==> src/shared/sds_consts.svh <==
// ==========================================================
// Constants of the serdes datapath
`ifndef SDS_CONSTS_SVH
`define SDS_CONSTS_SVH
`define SDS_WORD_W       16
`define SDS_FIFO_DEPTH   4
`define SDS_AUTOCLR_CYC  4'h9
`define SDS_IDLE_WORD    16'hAAAA
`define SDS_DEAD_BITS    7'h40
`define SDS_PHASE_LAST   4'hF
`define SDS_ADDR_W       4
`define SDS_OFF_CTRL     4'h0
`define SDS_OFF_STAT     4'h4
`define SDS_CTRL_W       5
`define SDS_CTRL_RST     5'h10
`define SDS_STAT_W       4
`define SDS_RESP_OKAY    2'h0
`define SDS_RESP_SLVERR  2'h2
`endif

==> src/shared/sds_pkg.sv <==
// ==========================================================
// Types of the serdes datapath
`include "sds_consts.svh"
package sds_pkg;
    // Control register, bit 4 down to bit 0
    typedef struct packed {
        logic powerDownN;
        logic loopTimed;
        logic analogLoop;
        logic equipLoop;
        logic facilityLoop;
    } sds_ctrl_t;

    // Status register, bit 3 down to bit 0
    typedef struct packed {
        logic bufInit;
        logic cdrOnData;
        logic lineFaultN;
        logic bufErr;
    } sds_stat_t;
endpackage

==> src/rtl/sds_datapath.sv <==
// Implementation choices: the register offsets and the AXI4-Lite interface to the registers.
`timescale 1ns/1ns
`include "sds_consts.svh"
// Notes on behaviour
// - Transmit and receive parallel words are both 16 bits wide.
// - Buffer reset low initialises the buffer; release fixes the input phase.
// - Buffer starts half full, absorbing input drift either way.
// - Buffer reset acts asynchronously, needing no clock edge.
// - Buffer error goes high on buffer underflow or overflow.
// - Error clears by buffer reset or automatically within nine clocks.
// - While the buffer is being reset the transmit word is 1010.
// - Normal timing clocks the transmit shifter from the reference times 16.
// - Serializer sends bit 15 first, then lower bits in descending order.
// - Serial output takes transmit shifter or receive loopback data.
// - Line fault falls at once on input fall, else moves on reference ticks.
// - Out-of-range recovered data makes recovery track the reference.
// - First received bit of each word lands in receive bit 15.
// - Facility loop retimes receive data out and still deserializes it.
// - Equipment loop feeds transmit serial data to recovery, ignoring detect.
// - Analog loop buffers receive data out without retiming.
// - Analog loop only when facility loop off; with neither loop, transmit shifter data.
// - Loop timing clocks the transmit shifter from the recovered clock.
// - General reset clears all but the buffer; buffer reset clears the buffer.
// - Power down drives serial out low, stops receive words and holds the buffer in reset.
// - Signal detect low makes recovery lock to the reference, except in equipment loop.
module sds_datapath
    import sds_pkg::*;
#(
    parameter int DEPTH = `SDS_FIFO_DEPTH
)(
    input  wire logic                      mclk,
    input  wire logic                      rst_b,
    input  wire logic                      txBufRst_b,
    input  wire logic [`SDS_WORD_W-1:0]    txData,
    input  wire logic                      txWordValid,
    input  wire logic                      serialIn,
    input  wire logic                      signalDetect,
    input  wire logic                      forceRefLockN,
    output logic                           serialOut,
    output logic                           txClockOut,
    output logic [`SDS_WORD_W-1:0]         rxData,
    output logic                           rxWordValid,
    output logic                           rxWordClock,
    output logic                           txBufErr,
    output logic                           lineFaultN,
    input  wire logic [`SDS_ADDR_W-1:0]    awaddr,
    input  wire logic                      awvalid,
    output logic                           awready,
    input  wire logic [31:0]               wdata,
    input  wire logic [3:0]                wstrb,
    input  wire logic                      wvalid,
    output logic                           wready,
    output logic [1:0]                     bresp,
    output logic                           bvalid,
    input  wire logic                      bready,
    input  wire logic [`SDS_ADDR_W-1:0]    araddr,
    input  wire logic                      arvalid,
    output logic                           arready,
    output logic [31:0]                    rdata,
    output logic [1:0]                     rresp,
    output logic                           rvalid,
    input  wire logic                      rready
);
    localparam int AW = $clog2(DEPTH);
    localparam int CW = AW + 1;
    localparam logic [AW-1:0] HALF_P = AW'(DEPTH / 2);
    localparam logic [CW-1:0] HALF_C = CW'(DEPTH / 2);
    localparam logic [CW-1:0] FULL_C = CW'(DEPTH);

    sds_ctrl_t              ctrl_r;
    logic [`SDS_WORD_W-1:0] mem [DEPTH];
    logic [AW-1:0]          wp_r, rp_r;
    logic [CW-1:0]          cnt_r;
    logic [3:0]             clrCnt_r;
    logic                   bufRstS1_r, bufRstS2_r;
    logic                   rxS1_r, rxS2_r, rxRet_r;
    logic                   sdS1_r, sdS2_r, lockS1_r, lockS2_r;
    logic [3:0]             refCnt_r, rxCnt_r;
    logic [`SDS_WORD_W-1:0] txShift_r, rxShift_r;
    logic [6:0]             idleRun_r;
    logic                   prevBit_r;
    logic [`SDS_ADDR_W-1:0] awAddr_r;
    logic [31:0]            wData_r;
    logic                   wLane_r, awHeld_r, wHeld_r;
    logic                   initActive, load, rdEn, wrOk, overflow, underflow;
    logic                   cdrIn, freqOk, cdrOnData, lineOk, faultArst_b;
    logic [3:0]             txPhase;

    function automatic logic [1:0] respFor(input logic [`SDS_ADDR_W-1:0] a);
        return (a == `SDS_OFF_CTRL || a == `SDS_OFF_STAT) ? `SDS_RESP_OKAY : `SDS_RESP_SLVERR;
    endfunction

    // ==========================================================
    // Clocks: reference word phase and transmit phase source
    assign txPhase = ctrl_r.loopTimed ? rxCnt_r : refCnt_r;
    assign load    = (txPhase == `SDS_PHASE_LAST);

    always_ff @(posedge mclk or negedge rst_b)
        if (!rst_b)
            refCnt_r <= 4'h0;
        else
            refCnt_r <= refCnt_r + 4'h1;

    always_ff @(posedge mclk or negedge rst_b)
        if (!rst_b)
            txClockOut <= 1'b0;
        else
            txClockOut <= txPhase[3];

    // ==========================================================
    // Pin synchronisers
    always_ff @(posedge mclk or negedge rst_b)
        if (!rst_b)
        begin
            {rxS1_r, rxS2_r, sdS1_r, sdS2_r, lockS1_r, lockS2_r} <= 6'h00;
        end
        else
        begin
            rxS1_r   <= serialIn;
            rxS2_r   <= rxS1_r;
            sdS1_r   <= signalDetect;
            sdS2_r   <= sdS1_r;
            lockS1_r <= forceRefLockN;
            lockS2_r <= lockS1_r;
        end

    // Assert at once, release through two flops so pointers leave reset cleanly
    always_ff @(posedge mclk or negedge txBufRst_b)
        if (!txBufRst_b)
        begin
            bufRstS1_r <= 1'b0;
            bufRstS2_r <= 1'b0;
        end
        else
        begin
            bufRstS1_r <= 1'b1;
            bufRstS2_r <= bufRstS1_r;
        end

    // ==========================================================
    // Phase-align buffer
    assign initActive = !bufRstS2_r || !ctrl_r.powerDownN;
    assign rdEn       = load && !initActive && !txBufErr;
    assign overflow   = txWordValid && cnt_r == FULL_C && !rdEn;
    assign underflow  = rdEn && cnt_r == '0;
    assign wrOk       = txWordValid && !initActive && !txBufErr && !overflow && !underflow;

    // Half-full start gives DEPTH/2 words of slack for drift either way
    always_ff @(posedge mclk or negedge txBufRst_b)
        if (!txBufRst_b)
        begin
            wp_r     <= HALF_P;
            rp_r     <= '0;
            cnt_r    <= HALF_C;
            txBufErr <= 1'b0;
            clrCnt_r <= 4'h0;
        end
        else if (initActive)
        begin
            wp_r     <= HALF_P;
            rp_r     <= '0;
            cnt_r    <= HALF_C;
            txBufErr <= 1'b0;
            clrCnt_r <= 4'h0;
        end
        else if (txBufErr)
        begin
            if (clrCnt_r == `SDS_AUTOCLR_CYC - 4'h1)
            begin
                wp_r     <= HALF_P;
                rp_r     <= '0;
                cnt_r    <= HALF_C;
                txBufErr <= 1'b0;
                clrCnt_r <= 4'h0;
            end
            else
                clrCnt_r <= clrCnt_r + 4'h1;
        end
        else if (overflow || underflow)
            txBufErr <= 1'b1;
        else
        begin
            if (wrOk)
                wp_r <= wp_r + AW'(1);
            if (rdEn)
                rp_r <= rp_r + AW'(1);
            if (wrOk && !rdEn)
                cnt_r <= cnt_r + CW'(1);
            else if (rdEn && !wrOk)
                cnt_r <= cnt_r - CW'(1);
        end

    // Stale words read after a buffer reset are idle words, never unknowns
    always_ff @(posedge mclk or negedge txBufRst_b)
        if (!txBufRst_b)
            mem <= '{default: `SDS_IDLE_WORD};
        else if (wrOk)
            mem[wp_r] <= txData;

    // ==========================================================
    // Serializer
    always_ff @(posedge mclk or negedge rst_b)
        if (!rst_b)
            txShift_r <= `SDS_IDLE_WORD;
        else if (load)
            txShift_r <= rdEn ? mem[rp_r] : `SDS_IDLE_WORD;
        else
            txShift_r <= {txShift_r[`SDS_WORD_W-2:0], 1'b0};

    // ==========================================================
    // Clock recovery and deserializer
    assign cdrIn     = ctrl_r.equipLoop ? txShift_r[`SDS_WORD_W-1] : rxS2_r;
    assign freqOk    = idleRun_r < `SDS_DEAD_BITS;
    assign lineOk    = (sdS2_r || ctrl_r.equipLoop) && lockS2_r;
    assign cdrOnData = freqOk && lineOk;

    // A long run without transitions stands for an out-of-range stream
    always_ff @(posedge mclk or negedge rst_b)
        if (!rst_b)
        begin
            idleRun_r <= 7'h00;
            prevBit_r <= 1'b0;
        end
        else
        begin
            prevBit_r <= cdrIn;
            if (cdrIn != prevBit_r)
                idleRun_r <= 7'h00;
            else if (freqOk)
                idleRun_r <= idleRun_r + 7'h01;
        end

    always_ff @(posedge mclk or negedge rst_b)
        if (!rst_b)
            rxCnt_r <= 4'h0;
        else if (!cdrOnData)
            rxCnt_r <= refCnt_r + 4'h1;
        else
            rxCnt_r <= rxCnt_r + 4'h1;

    always_ff @(posedge mclk or negedge rst_b)
        if (!rst_b)
        begin
            rxShift_r   <= '0;
            rxData      <= '0;
            rxWordValid <= 1'b0;
            rxWordClock <= 1'b0;
        end
        else
        begin
            rxShift_r   <= {rxShift_r[`SDS_WORD_W-2:0], cdrIn};
            rxWordValid <= ctrl_r.powerDownN && rxCnt_r == `SDS_PHASE_LAST;
            rxWordClock <= rxCnt_r[3];
            if (rxCnt_r == `SDS_PHASE_LAST)
                rxData <= {rxShift_r[`SDS_WORD_W-2:0], cdrIn};
        end

    // ==========================================================
    // Serial output driver
    always_ff @(posedge mclk or negedge rst_b)
        if (!rst_b)
        begin
            rxRet_r   <= 1'b0;
            serialOut <= 1'b0;
        end
        else
        begin
            rxRet_r <= rxS2_r;
            if (!ctrl_r.powerDownN)
                serialOut <= 1'b0;
            else if (ctrl_r.facilityLoop)
                serialOut <= rxRet_r;
            else if (ctrl_r.analogLoop)
                serialOut <= rxS2_r;
            else
                serialOut <= txShift_r[`SDS_WORD_W-1];
        end

    // ==========================================================
    // Line fault: falls at once on the raw pins, recovers on reference ticks
    assign faultArst_b = rst_b && (signalDetect || ctrl_r.equipLoop) && forceRefLockN;

    always_ff @(posedge mclk or negedge faultArst_b)
        if (!faultArst_b)
            lineFaultN <= 1'b0;
        else if (refCnt_r == `SDS_PHASE_LAST)
            lineFaultN <= lineOk;

    // ==========================================================
    // AXI4-Lite write channel and control register
    always_ff @(posedge mclk or negedge rst_b)
        if (!rst_b)
        begin
            awready  <= 1'b1;
            wready   <= 1'b1;
            awHeld_r <= 1'b0;
            wHeld_r  <= 1'b0;
            awAddr_r <= '0;
            wData_r  <= '0;
            wLane_r  <= 1'b0;
            bvalid   <= 1'b0;
            bresp    <= `SDS_RESP_OKAY;
            ctrl_r   <= `SDS_CTRL_RST;
        end
        else
        begin
            if (awvalid && awready)
            begin
                awAddr_r <= awaddr;
                awHeld_r <= 1'b1;
                awready  <= 1'b0;
            end
            if (wvalid && wready)
            begin
                wData_r <= wdata;
                wLane_r <= wstrb[0];
                wHeld_r <= 1'b1;
                wready  <= 1'b0;
            end
            if (awHeld_r && wHeld_r && !bvalid)
            begin
                if (awAddr_r == `SDS_OFF_CTRL && wLane_r)
                    ctrl_r <= wData_r[`SDS_CTRL_W-1:0];
                bresp    <= respFor(awAddr_r);
                bvalid   <= 1'b1;
                awHeld_r <= 1'b0;
                wHeld_r  <= 1'b0;
            end
            if (bvalid && bready)
            begin
                bvalid  <= 1'b0;
                awready <= 1'b1;
                wready  <= 1'b1;
            end
        end

    // ==========================================================
    // AXI4-Lite read channel
    sds_stat_t stat;
    assign stat = '{bufInit: initActive, cdrOnData: cdrOnData, lineFaultN: lineFaultN, bufErr: txBufErr};

    always_ff @(posedge mclk or negedge rst_b)
        if (!rst_b)
        begin
            arready <= 1'b1;
            rvalid  <= 1'b0;
            rdata   <= '0;
            rresp   <= `SDS_RESP_OKAY;
        end
        else if (arvalid && arready)
        begin
            arready <= 1'b0;
            rvalid  <= 1'b1;
            rresp   <= respFor(araddr);
            if (araddr == `SDS_OFF_CTRL)
                rdata <= {27'h0, ctrl_r};
            else if (araddr == `SDS_OFF_STAT)
                rdata <= {28'h0000000, stat};
            else
                rdata <= 32'h00000000;
        end
        else if (rvalid && rready)
        begin
            rvalid  <= 1'b0;
            arready <= 1'b1;
        end

    // ==========================================================
    // Assertions
    property p_err_on_fault;
        @(posedge mclk) disable iff (!rst_b || !txBufRst_b)
        (!initActive && !txBufErr && (overflow || underflow)) |=> txBufErr;
    endproperty
    a_err_on_fault: assert property (p_err_on_fault) else $error("buffer fault not flagged");

    property p_err_autoclear;
        @(posedge mclk) disable iff (!rst_b || !txBufRst_b)
        $rose(txBufErr) |-> ##[1:9] !txBufErr;
    endproperty
    a_err_autoclear: assert property (p_err_autoclear) else $error("buffer error not cleared in time");

    property p_idle_pattern;
        @(posedge mclk) disable iff (!rst_b)
        (load && initActive) |=> txShift_r == `SDS_IDLE_WORD;
    endproperty
    a_idle_pattern: assert property (p_idle_pattern) else $error("idle word missing in buffer reset");

    property p_tx_msb_first;
        @(posedge mclk) disable iff (!rst_b)
        (load && rdEn) ##1 (ctrl_r.powerDownN && !ctrl_r.facilityLoop && !ctrl_r.analogLoop)
        |=> serialOut == $past(mem[rp_r][`SDS_WORD_W-1], 2);
    endproperty
    a_tx_msb_first: assert property (p_tx_msb_first) else $error("serial word not msb first");

    property p_fault_tick;
        @(posedge mclk) disable iff (!rst_b)
        (refCnt_r == `SDS_PHASE_LAST && !lineOk) |=> !lineFaultN;
    endproperty
    a_fault_tick: assert property (p_fault_tick) else $error("line fault not shown");

    property p_rx_msb;
        @(posedge mclk) disable iff (!rst_b)
        (rxCnt_r == `SDS_PHASE_LAST) |=> rxData[`SDS_WORD_W-1] == $past(cdrIn, 16);
    endproperty
    a_rx_msb: assert property (p_rx_msb) else $error("first bit not in bit 15");

    property p_facility_out;
        @(posedge mclk) disable iff (!rst_b)
        (ctrl_r.powerDownN && ctrl_r.facilityLoop) |=> serialOut == $past(rxS2_r, 2);
    endproperty
    a_facility_out: assert property (p_facility_out) else $error("facility loop data wrong");

    property p_analog_out;
        @(posedge mclk) disable iff (!rst_b)
        (ctrl_r.powerDownN && !ctrl_r.facilityLoop && ctrl_r.analogLoop) |=> serialOut == $past(rxS2_r);
    endproperty
    a_analog_out: assert property (p_analog_out) else $error("analog loop data wrong");

    property p_power_down;
        @(posedge mclk) disable iff (!rst_b)
        !ctrl_r.powerDownN |=> (!serialOut && !rxWordValid);
    endproperty
    a_power_down: assert property (p_power_down) else $error("driver active in power down");

    property p_word_rate;
        @(posedge mclk) disable iff (!rst_b)
        (rxWordValid && cdrOnData && $past(cdrOnData)) |=> !rxWordValid [*8];
    endproperty
    a_word_rate: assert property (p_word_rate) else $error("receive words too close");

    c_err_seen:   cover property (@(posedge mclk) disable iff (!rst_b) $rose(txBufErr));
    c_facility:   cover property (@(posedge mclk) disable iff (!rst_b) ctrl_r.facilityLoop && rxWordValid);
    c_equip_word: cover property (@(posedge mclk) disable iff (!rst_b) ctrl_r.equipLoop && rxWordValid);
    c_fault_drop: cover property (@(posedge mclk) disable iff (!rst_b) $fell(lineFaultN));

endmodule // sds_datapath

==> config.mk <==
export PLATFORM = sky130hd
export DESIGN_NAME = sds_datapath
export DESIGN_NICKNAME = d
export VERILOG_FILES = /design/src/shared/sds_pkg.sv /design/src/rtl/sds_datapath.sv
export VERILOG_INCLUDE_DIRS = /design/src /design/src/shared
export SDC_FILE = /design/constraint.sdc
export NUM_CORES = 1
export LEC_CHECK = 0
export BUFFER_PORTS_ARGS = -buffer_cell sky130_fd_sc_hd__buf_4
export CAP_MARGIN = 20
export CORE_ASPECT_RATIO = 0.8
export CORE_UTILIZATION = 25
export DETAILED_ROUTE_END_ITERATION = 10
export REMOVE_ABC_BUFFERS = 1
export SYNTH_ARGS = -nofsm -noshare
export SYNTH_HDL_FRONTEND = slang
export SYNTH_SLANG_ARGS = --single-unit
==> constraint.sdc <==
create_clock -name mclk -period 0.8 [get_ports mclk]
set_input_delay 0.08 -clock mclk [delete_from_list [all_inputs] [get_ports mclk]]
set_output_delay 0.08 -clock mclk [all_outputs]
set_load 0.005 [all_outputs]
=== After elaboration in Yosys (flattened, before gate mapping) ===
Index checks and enable logic that the tools add are counted.

* Flip-flop bits (word level): 211
* Input port bits: 72
* Output and inout bits: 63

* Equality and inequality tests: 10
* Bitwise operators: 2
* $add $sub $neg: 8
* Mux-type cells: 57
* Reductions and logical operators: 58
* Magnitude comparators: 4

{| class="wikitable"
|+ Operators by type and width
! operator !! count
|-
| $mux 16 || 5
|-
| $bwmux 64 || 1
|-
| $bmux 16 s2 || 1
|-
| $demux 16 s2 || 1
|-
| $logic_and 1x1->1 || 25
|-
| $mux 2 || 12
|-
| $mux 4 || 6
|-
| $mux 1 || 22
|-
| $mux 3 || 6
|-
| $eq 4x4->1 const B || 4
|-
| $reduce_bool 2->1 || 8
|-
| $mux 7 || 2
|-
| $add 4x1->4 const B || 3
|-
| $logic_not 1->1 || 9
|-
| $reduce_and 3->1 || 3
|-
| $eq 4x3->1 const B || 2
|-
| $logic_not 4->1 || 2
|-
| $add 7x1->7 const B || 1
|-
| $lt 7x7->1 const B || 1
|-
| $ge 3x3->1 const B || 2
|-
| $logic_or 1x1->1 || 6
|-
| $not 2->3 || 2
|-
| $reduce_bool 3->1 || 2
|-
| $mux 5 || 1
|-
| 11 further kinds || 12
|}

=== Logic depth before layout (Yosys ltp) ===
Gate-level depths: netlist (run 1).

* Depth in word-level cells: 17
* Gate-level depth with buffers: 9

=== Worst setup path after synthesis (run 1) ===
OpenSTA, ideal clock, no wires.

* Path type: flip-flop to flip-flop
* Start: register ctrl_r[4] in the netlist's numbering
* End: register cnt_r[2]
* Cell stages (with the launch flop): 10
* Data arrival time: 2.163 ns
* Required time: 0.662 ns
* Clock period less this slack: 2.301 ns
* Setup time: 0.138 ns
* Path slack: -1.501 ns
* Cells stage by stage: dfstp_2 -> nand2_1 -> nor2_8 -> clkbuf_1 -> o2111a_1 -> fa_1 -> nand2b_1 -> o22ai_1 -> a311oi_1 -> o22ai_1

* Cells in the longest elaborated chain, start to end: 15
* Elaborated cells between the ends (all ways): 26

{| class="wikitable"
|+ RTL lines
! what !! line !! RTL
|-
| from (decl) || sds_datapath.sv:70 || <nowiki>sds_ctrl_t ctrl_r;</nowiki>
|-
| from (signal assigned) || sds_datapath.sv:303 || <nowiki>ctrl_r <= `SDS_CTRL_RST;</nowiki>
|-
| from (signal assigned) || sds_datapath.sv:323 || <nowiki>ctrl_r <= wData_r[`SDS_CTRL_W-1:0];</nowiki>
|-
| $logic_not 1->1 (*) || n/a ||
|-
| $logic_or 1x1->1 (*) || sds_datapath.sv:142 || <nowiki>assign initActive = !bufRstS2_r || !ctrl_r.powerDownN;</nowiki>
|-
| $logic_not 1->1 || sds_datapath.sv:143, sds_datapath.sv:146 ||
|-
| $logic_and 1x1->1 (2 in a row) || sds_datapath.sv:143 || <nowiki>assign rdEn = load && !initActive && !txBufErr;</nowiki>
|-
| $logic_not 1->1 || sds_datapath.sv:144, sds_datapath.sv:187 ||
|-
| $logic_and 1x1->1 || sds_datapath.sv:144 || <nowiki>assign overflow = txWordValid && cnt_r == FULL_C && !rdEn;</nowiki>
|-
| $logic_not 1->1 || sds_datapath.sv:146 || <nowiki>assign wrOk = txWordValid && !initActive && !txBufErr && !overflow && !underflow;</nowiki>
|-
| $logic_and 1x1->1 (2 in a row) || sds_datapath.sv:146 ||
|-
| $logic_and 1x1->1 || sds_datapath.sv:187 || <nowiki>if (wrOk && !rdEn)</nowiki>
|-
| $mux 3 || sds_datapath.sv:187 ||
|-
| $mux 3 || sds_datapath.sv:179 || <nowiki>else if (overflow || underflow)</nowiki>
|-
| $mux 3 || sds_datapath.sv:166 || <nowiki>else if (txBufErr)</nowiki>
|-
| $mux 3 || sds_datapath.sv:158 || <nowiki>else if (initActive)</nowiki>
|-
| to (signal assigned) || sds_datapath.sv:188 || <nowiki>cnt_r <= cnt_r + CW'(1);</nowiki>
|-
| to (signal assigned) || sds_datapath.sv:190 || <nowiki>cnt_r <= cnt_r - CW'(1);</nowiki>
|-
| to (decl) || sds_datapath.sv:73 || <nowiki>logic [CW-1:0] cnt_r;</nowiki>
|}

Every way passes the cells marked *; elsewhere a longest branch is shown, timed or not. The select of a mux whose other input is x is not followed.
A chain may end at the register's enable or synchronous reset.

=== Worst setup path after layout (run 1) ===
* Start: register refCnt_r[2]
* End: register cnt_r[2]

* Cells in the longest elaborated chain, start to end: 14
* Elaborated cells between the ends (all ways): 22

{| class="wikitable"
|+ RTL lines
! what !! line !! RTL
|-
| from (decl) || sds_datapath.sv:78 || <nowiki>logic [3:0] refCnt_r, rxCnt_r;</nowiki>
|-
| from (signal assigned) || sds_datapath.sv:102 || <nowiki>refCnt_r <= refCnt_r + 4'h1;</nowiki>
|-
| $mux 4 (*) || sds_datapath.sv:95 || <nowiki>assign txPhase = ctrl_r.loopTimed ? rxCnt_r : refCnt_r;</nowiki>
|-
| $eq 4x4->1 (no line) (*) || n/a ||
|-
| $logic_and 1x1->1 (*) (2 in a row) || sds_datapath.sv:143 ||
|-
| $logic_not 1->1 || sds_datapath.sv:144, sds_datapath.sv:187 ||
|-
| $logic_and 1x1->1 || sds_datapath.sv:144 ||
|-
| $logic_not 1->1 || sds_datapath.sv:146 ||
|-
| $logic_and 1x1->1 (2 in a row) || sds_datapath.sv:146 ||
|-
| $logic_and 1x1->1 || sds_datapath.sv:187 ||
|-
| $mux 3 || sds_datapath.sv:187 ||
|-
| $mux 3 || sds_datapath.sv:179 ||
|-
| $mux 3 || sds_datapath.sv:166 ||
|-
| $mux 3 || sds_datapath.sv:158 ||
|}

Marked as above.

==> impl_metrics.yaml, run 1 <==
clock_tree:
  cts_buffer_depth: 2
  cts_sinks: 181
  clkTransAtPathRegs_ns: 0.07
  cts_tree: "done"
  insertion_delay_ns: 0.44
  cts_buffers: 17
  htreeDepth: 4
  cts-root-buf: "clkbuf_16"
cells_and_area:
  final_common_cell: "buf_4"
  multiInputGateArea_mm2: 0.00355
  fin_nets: 913
  regArea_mm2: 0.00459
  utilization_pct: 38.9
  final_cell_mix: "buf_4 (135), dfrtp_1 (133), buf_6 (67)"
  area_delta_synth_final_pct: 51.1
  final_area_mm2: 0.0120
  diodes: 0
  fill_cells: 2887
  drive_gt1_share_pct: 60.4
setup_path:
  crit_arrival_ns: 2.29
  endpoint_kind: "flop"
  path_class: "flop to flop"
  critPathLaunchType: "flop"
  cp_max_fo: 4
  cp.required_ns: 1.11
global_routing:
  grt_usage_pct: 12.0
  grt_pass1_wl_um: 30400
  grt_pass1_vias: 5547
  antenna_found_initial: 0
  overflow: 0
  grt_max_degree: 50
logic_synthesis:
  yosysWarnings: 0
  ys_seq_area_share_pct: 58.0
  syn_inst: 570
  yosysUniqueCellTypes: 53
  synth_area_mm2: 0.00792
  synth-edff-count: 0
  avgSynthCellArea_um2: 13.9
  ys_async_sr_fraction_pct: 100
  synthFlopType: "dfrtp_1"
  synth-seq-cells: 181
floorplan:
  ioPinCount: 135
  rows: 57
  die_x_um: 201
  die_area_mm2: 0.0324
  core_mm2: 0.0307
  start_util_pct: 25.7
  die_h_um: 161
place:
  dp_hpwl_um: 11500
  placed_area_mm2: 0.00972
  gp_congestion: 0.793
  io_buffers: 75
routing:
  via_count: 5263
  avgViaCountPerCell: 4.19
  drc: 0
  drt_iter0_markers: 214
  ant_nets: 0
  wl_per_cell_um: 14.8
  dr.pass1.iters: 4
  routed_wirelength_um: 18600
power:
  power.density_mw_per_mm2: 2250
  p_leak_uw: 0.00549
  irDropWorstVdd_v: 0.00149
  p_total_uw: 27000
sta:
  drv_slew: 0
  setup-violations-final: 191
  hold_viol: 0
  rsz0062_at_grt: "true"
  layout_setup_ws_ns: -1.18
  fmax_mhz: 506
  post-route-min-period_ns: 1.98
  clock_skew_ns: 0.00991
  finalCritPeriodShare_pct: 247
outcome:
  status: "finished with violations"
  violations: "negative setup slack"
min_path:
  hp-class: "input port to flop"
job:
  cap_violations: 0
-- cells by family after synthesis --
group / share of synthesized area [%]
flip-flops: 58.0
adder cells (fa/ha/maj): 1.68
other: 0.0949
multiplexers: 22.1
AND/OR/NAND/NOR: 8.24
buffers and inverters: 5.07
AO/OA/AOI/OAI: 3.81
XOR/XNOR: 1.11
-- what timing repair did --
action	CTS	global route
hold buffers	38	0
cloned	4	0
resized for setup	171	65
endpoints found under the hold margin	262	0
setup endpoints to repair	190	191
pin swaps	40	18
buffers inserted	37	27
-- registers in the layout, indices dropped and copies added (netlist names), 4 cells and up --
| register | flops |
|---|---|
| mem | 64 |
| ctrl_r | 5 |
| clrCnt_r | 4 |
| idleRun_r | 7 |
| rdata | 5 |
| rxCnt_r | 4 |
| refCnt_r | 4 |
| rxShift_r | 15 |
| txShift_r | 16 |
| awAddr_r | 4 |
| rxData | 16 |
| wData_r | 5 |
-- metrics by stage --
step / setup WS [ns] / std cells / hold slack, ns / TNS, ns
final: -1.18 / 1257 / 0.0206 / -125.81
after global routing: -1.31 / 1257 / 0.0128 / -137.36
after floorplan: -1.43 / 548 / -0.216 / -117.41
after detailed placement: -1.28 / 1138 / -0.0287 / -127.44
after CTS: -1.16 / 1246 / -0.0124 / -128.04
after global placement: -1.29 / 1138 / -0.0271 / -123.89
-- Yosys cell counts, types with 2 or more instances --
cell	count	area [µm²]
mux2i_1	12	120
nand3_4	4	70.1
xnor2_1	4	35.0
o21ai_0	18	90.1
o22ai_1	2	12.5
buf_6	5	56.3
clkbuf_1	11	41.3
mux2_2	57	642
xor2_1	6	52.6
conb_1	2	7.51
dfstp_2	46	1210
a31oi_1	4	25.0
nand2_1	36	135
nand4_2	2	25.0
buf_1	2	7.51
mux2_4	40	601
inv_1	17	63.8
buf_4	29	218
ha_1	9	113
mux4_2	16	360
buf_2	3	15.0
dfrtp_1	135	3380
o31ai_1	2	15.0
nor4_1	2	12.5
nor2_1	37	139
and4_1	2	17.5
o41ai_1	2	17.5
nand3_1	18	90.1
a21oi_1	9	45.0
nor3_1	11	55.1
or3_1	2	12.5
nand4_1	2	12.5
a31o_2	2	17.5
and3_1	2	12.5
-- metal layers --
layer / share of wire (%) / vias to the layer above / global-route usage, %
li1: - / 2479 / -
met1: 50 / 2664 / 17.0
met2: 45 / 106 / 18.0
met3: 3.7 / 14 / 3.35
met4: 0.92 / 0 / 3.23
met5: 0 / - / 0
-- worst max-delay path, cell delays in order (launching register included) --
cell and delay (ns):
dfrtp_1 0.37, nand4_2 0.14, mux2_4 0.30, o2111a_1 0.16, fa_2 0.37, nand3_2 0.07
o22ai_1 0.07, a311oi_1 0.25, o22ai_1 0.11
-- cell type report --
| cell class | instances | area share (%) |
|---|---|---|
| clock buffer | 24 | 4.12 |
| clock inverter | 8 | 0.743 |
| inverter | 17 | 0.534 |
| multi-input combinational | 350 | 29.7 |
| sequential | 181 | 38.4 |
| tap | 413 | 4.32 |
| timing repair buffer | 264 | 22.2 |
-- path summary, 6_finish.rpt --
check / from / endpoint / slack (ns) / cells after the start
max in group asynchronous: rst_b / txShift_r[1] / 0.21 / 3
min in group asynchronous: rst_b / ctrl_r[0] / 0.06 / 2
worst max register to register: refCnt_r[2] / cnt_r[2] / -1.18 / 8
worst max-delay path: refCnt_r[2] / cnt_r[2] / -1.18 / 8
worst min register to register: sdS1_r / sdS2_r / 0.34 / 0
worst min-delay path: araddr[3] / rdata[0] / 0.02 / 3
-- power breakdown --
group	switching [µW]	total, µW	internal (µW)	leakage, µW
clock network	3620	8300	4680	0.000277
logic	2470	6660	4190	0.00303
registers	1060	12000	10900	0.00218
No activity file was read; power rests on OpenSTA's default activity.
==> run 2, diff against run 1 <==
Settings changed: ABC_AREA from default to 0, GPL_TIMING_DRIVEN from default to 0.
==> run 2 against run 1 <==
  * The run ends with negative hold slack, negative setup slack left
  * Hold slack got worse by 0.40 ns
  * Maximum frequency rose by 0.13%
  * Clock skew barely moved
  * Largest cell class unchanged
  * Critical endpoint unchanged
  * Critical path type unchanged
==> impl_metrics.yaml, run 2 (synthesis results as in run 1) <==
routing:
  wl_per_cell_um: 15.6
  dr.pass1.iters: 5
  avgViaCountPerCell: 4.28
  ant_nets: 0
  drt_iter0_markers: 260
  via_count: 5182
  drc: 0
  routed_wirelength_um: 18900
floorplan:
  ioPinCount: 135
  rows: 57
  start_util_pct: 25.7
  die_h_um: 161
  die_area_mm2: 0.0324
  core_mm2: 0.0307
  die_x_um: 201
setup_path:
  setup.worst_path.start: "ctrl_r[3]"
  cp_max_fo: 5
  crit_arrival_ns: 2.28
  critPathLaunchType: "flop"
  critical-path-top-delay-family: "compound AO/OA/AOI/OAI gates"
  critPathMaxStageDelay_ns: 0.48
  endpoint_kind: "flop"
  cp.required_ns: 1.11
  crit_chain: "mux2_4 -> o2111a_1 -> fa_2 -> nand3_2 -> o22ai_2 -> a311oi_1 -> o22ai_1"
  worstReg2RegStart: "ctrl_r[3]"
  critPathBufInv: 0
  crit_slowest_cell: "dfrtp_2"
  path_class: "flop to flop"
sta:
  tightestPinTransition_ns: 0.739
  slew-limit-headroom_pct: 50.7
  hold_viol: 84
  rsz0062_at_grt: "true"
  worst_hold_slack_ns: -0.377
  drv_slew: 0
  layout_setup_ws_ns: -1.17
  finalCritPeriodShare_pct: 247
  timing.setup.tns_ns: -127.03
  fmax_mhz: 506
  clock_skew_ns: 0.00946
  setup-violations-final: 190
  post-route-min-period_ns: 1.97
cells_and_area:
  utilization_pct: 37.9
  final_common_cell: "dfrtp_1"
  largest-register: "mem"
  fin_nets: 867
  largest_reg_flops: 64
  largest_registers: "mem (64), rxData (16), txShift_r (16)"
  area_delta_synth_final_pct: 47.1
  diodes: 0
  fill_cells: 2840
  drive_gt1_share_pct: 60.3
  final_cell_mix: "dfrtp_1 (123), buf_4 (89), buf_6 (67)"
power:
  irDropWorstVdd_v: 0.00165
  p_total_uw: 26600
  p_leak_uw: 0.00511
  power.density_mw_per_mm2: 2280
clock_tree:
  cts_sinks: 181
  cts-root-buf: "clkbuf_16"
  clkTransAtPathRegs_ns: 0.07
  cts_buffers: 17
  cts_tree: "done"
  htreeDepth: 4
  insertion_delay_ns: 0.43
  cts_buffer_depth: 2
  hold_buffers: 37
outcome:
  status: "finished with violations"
  violations: "negative hold slack, negative setup slack"
job:
  cap_violations: 0
global_routing:
  overflow: 0
  grt_max_degree: 79
  antenna_found_initial: 0
  grt_pass1_wl_um: 29400
  grt_usage_pct: 11.8
  grt_pass1_vias: 5333
place:
  gp_congestion: 0.726
  dp_hpwl_um: 9930
  pre_cts_ws_ns: -1.74
  io_buffers: 75
min_path:
  hp-class: "input port to asynchronous set/reset pin"
## run 2: where the power goes
part,switching (µW),internal (µW)
combinational,2470,4060
clock,3470,4440
sequential,1180,11000
total,7120,19500
## run 2: routing by layer
metal  wire length (µm)  up-vias  global-route usage (%)  part of all wire, %
met2               8760      131                    17.2                   46
met5                  0        -                       0                    0
met3                855       20                    3.27                  4.5
li1                   -     2383                       -                    -
met1               8960     2648                    16.7                   47
met4                282        0                    3.85                  1.5
## run 2: metrics by stage
step | std cells | cell area, µm²
after floorplan | 548 | 7680
after global placement | 1036 | 8760
after detailed placement | 1038 | 8820
after CTS | 1189 | 11100
after global routing | 1211 | 11600
final | 1211 | 11600
## run 2: worst paths after layout
kind	to	slack (ns)	depth (start not counted)
worst max-delay path	cnt_r[2]	-1.17	7
worst min-delay path	mem[8]	-0.38	1
worst max register to register	cnt_r[2]	-1.17	7
worst min register to register	bufRstS2_r	0.35	0
max in group asynchronous	lineFaultN	0.27	3
min in group mclk	awAddr_r[1]	0.03	3
## run 2: repair_timing
action,CTS,global route
pin swaps,43,32
resized for setup,161,85
endpoints found under the hold margin,181,70
gates cloned,5,1
buffers inserted,77,26
setup endpoints to repair,190,190
## run 2: layout make-up
cell class              count  area, µm²  share of cell area (%)
multi-input cells         353       3660                    31.5
clock inverters             9       81.3                   0.699
inverters                  17       66.3                   0.570
flip-flops and latches    181       4600                    39.5
well taps                 413        517                    4.44
repair buffers            215       2240                    19.3
clock buffers              23        468                    4.02
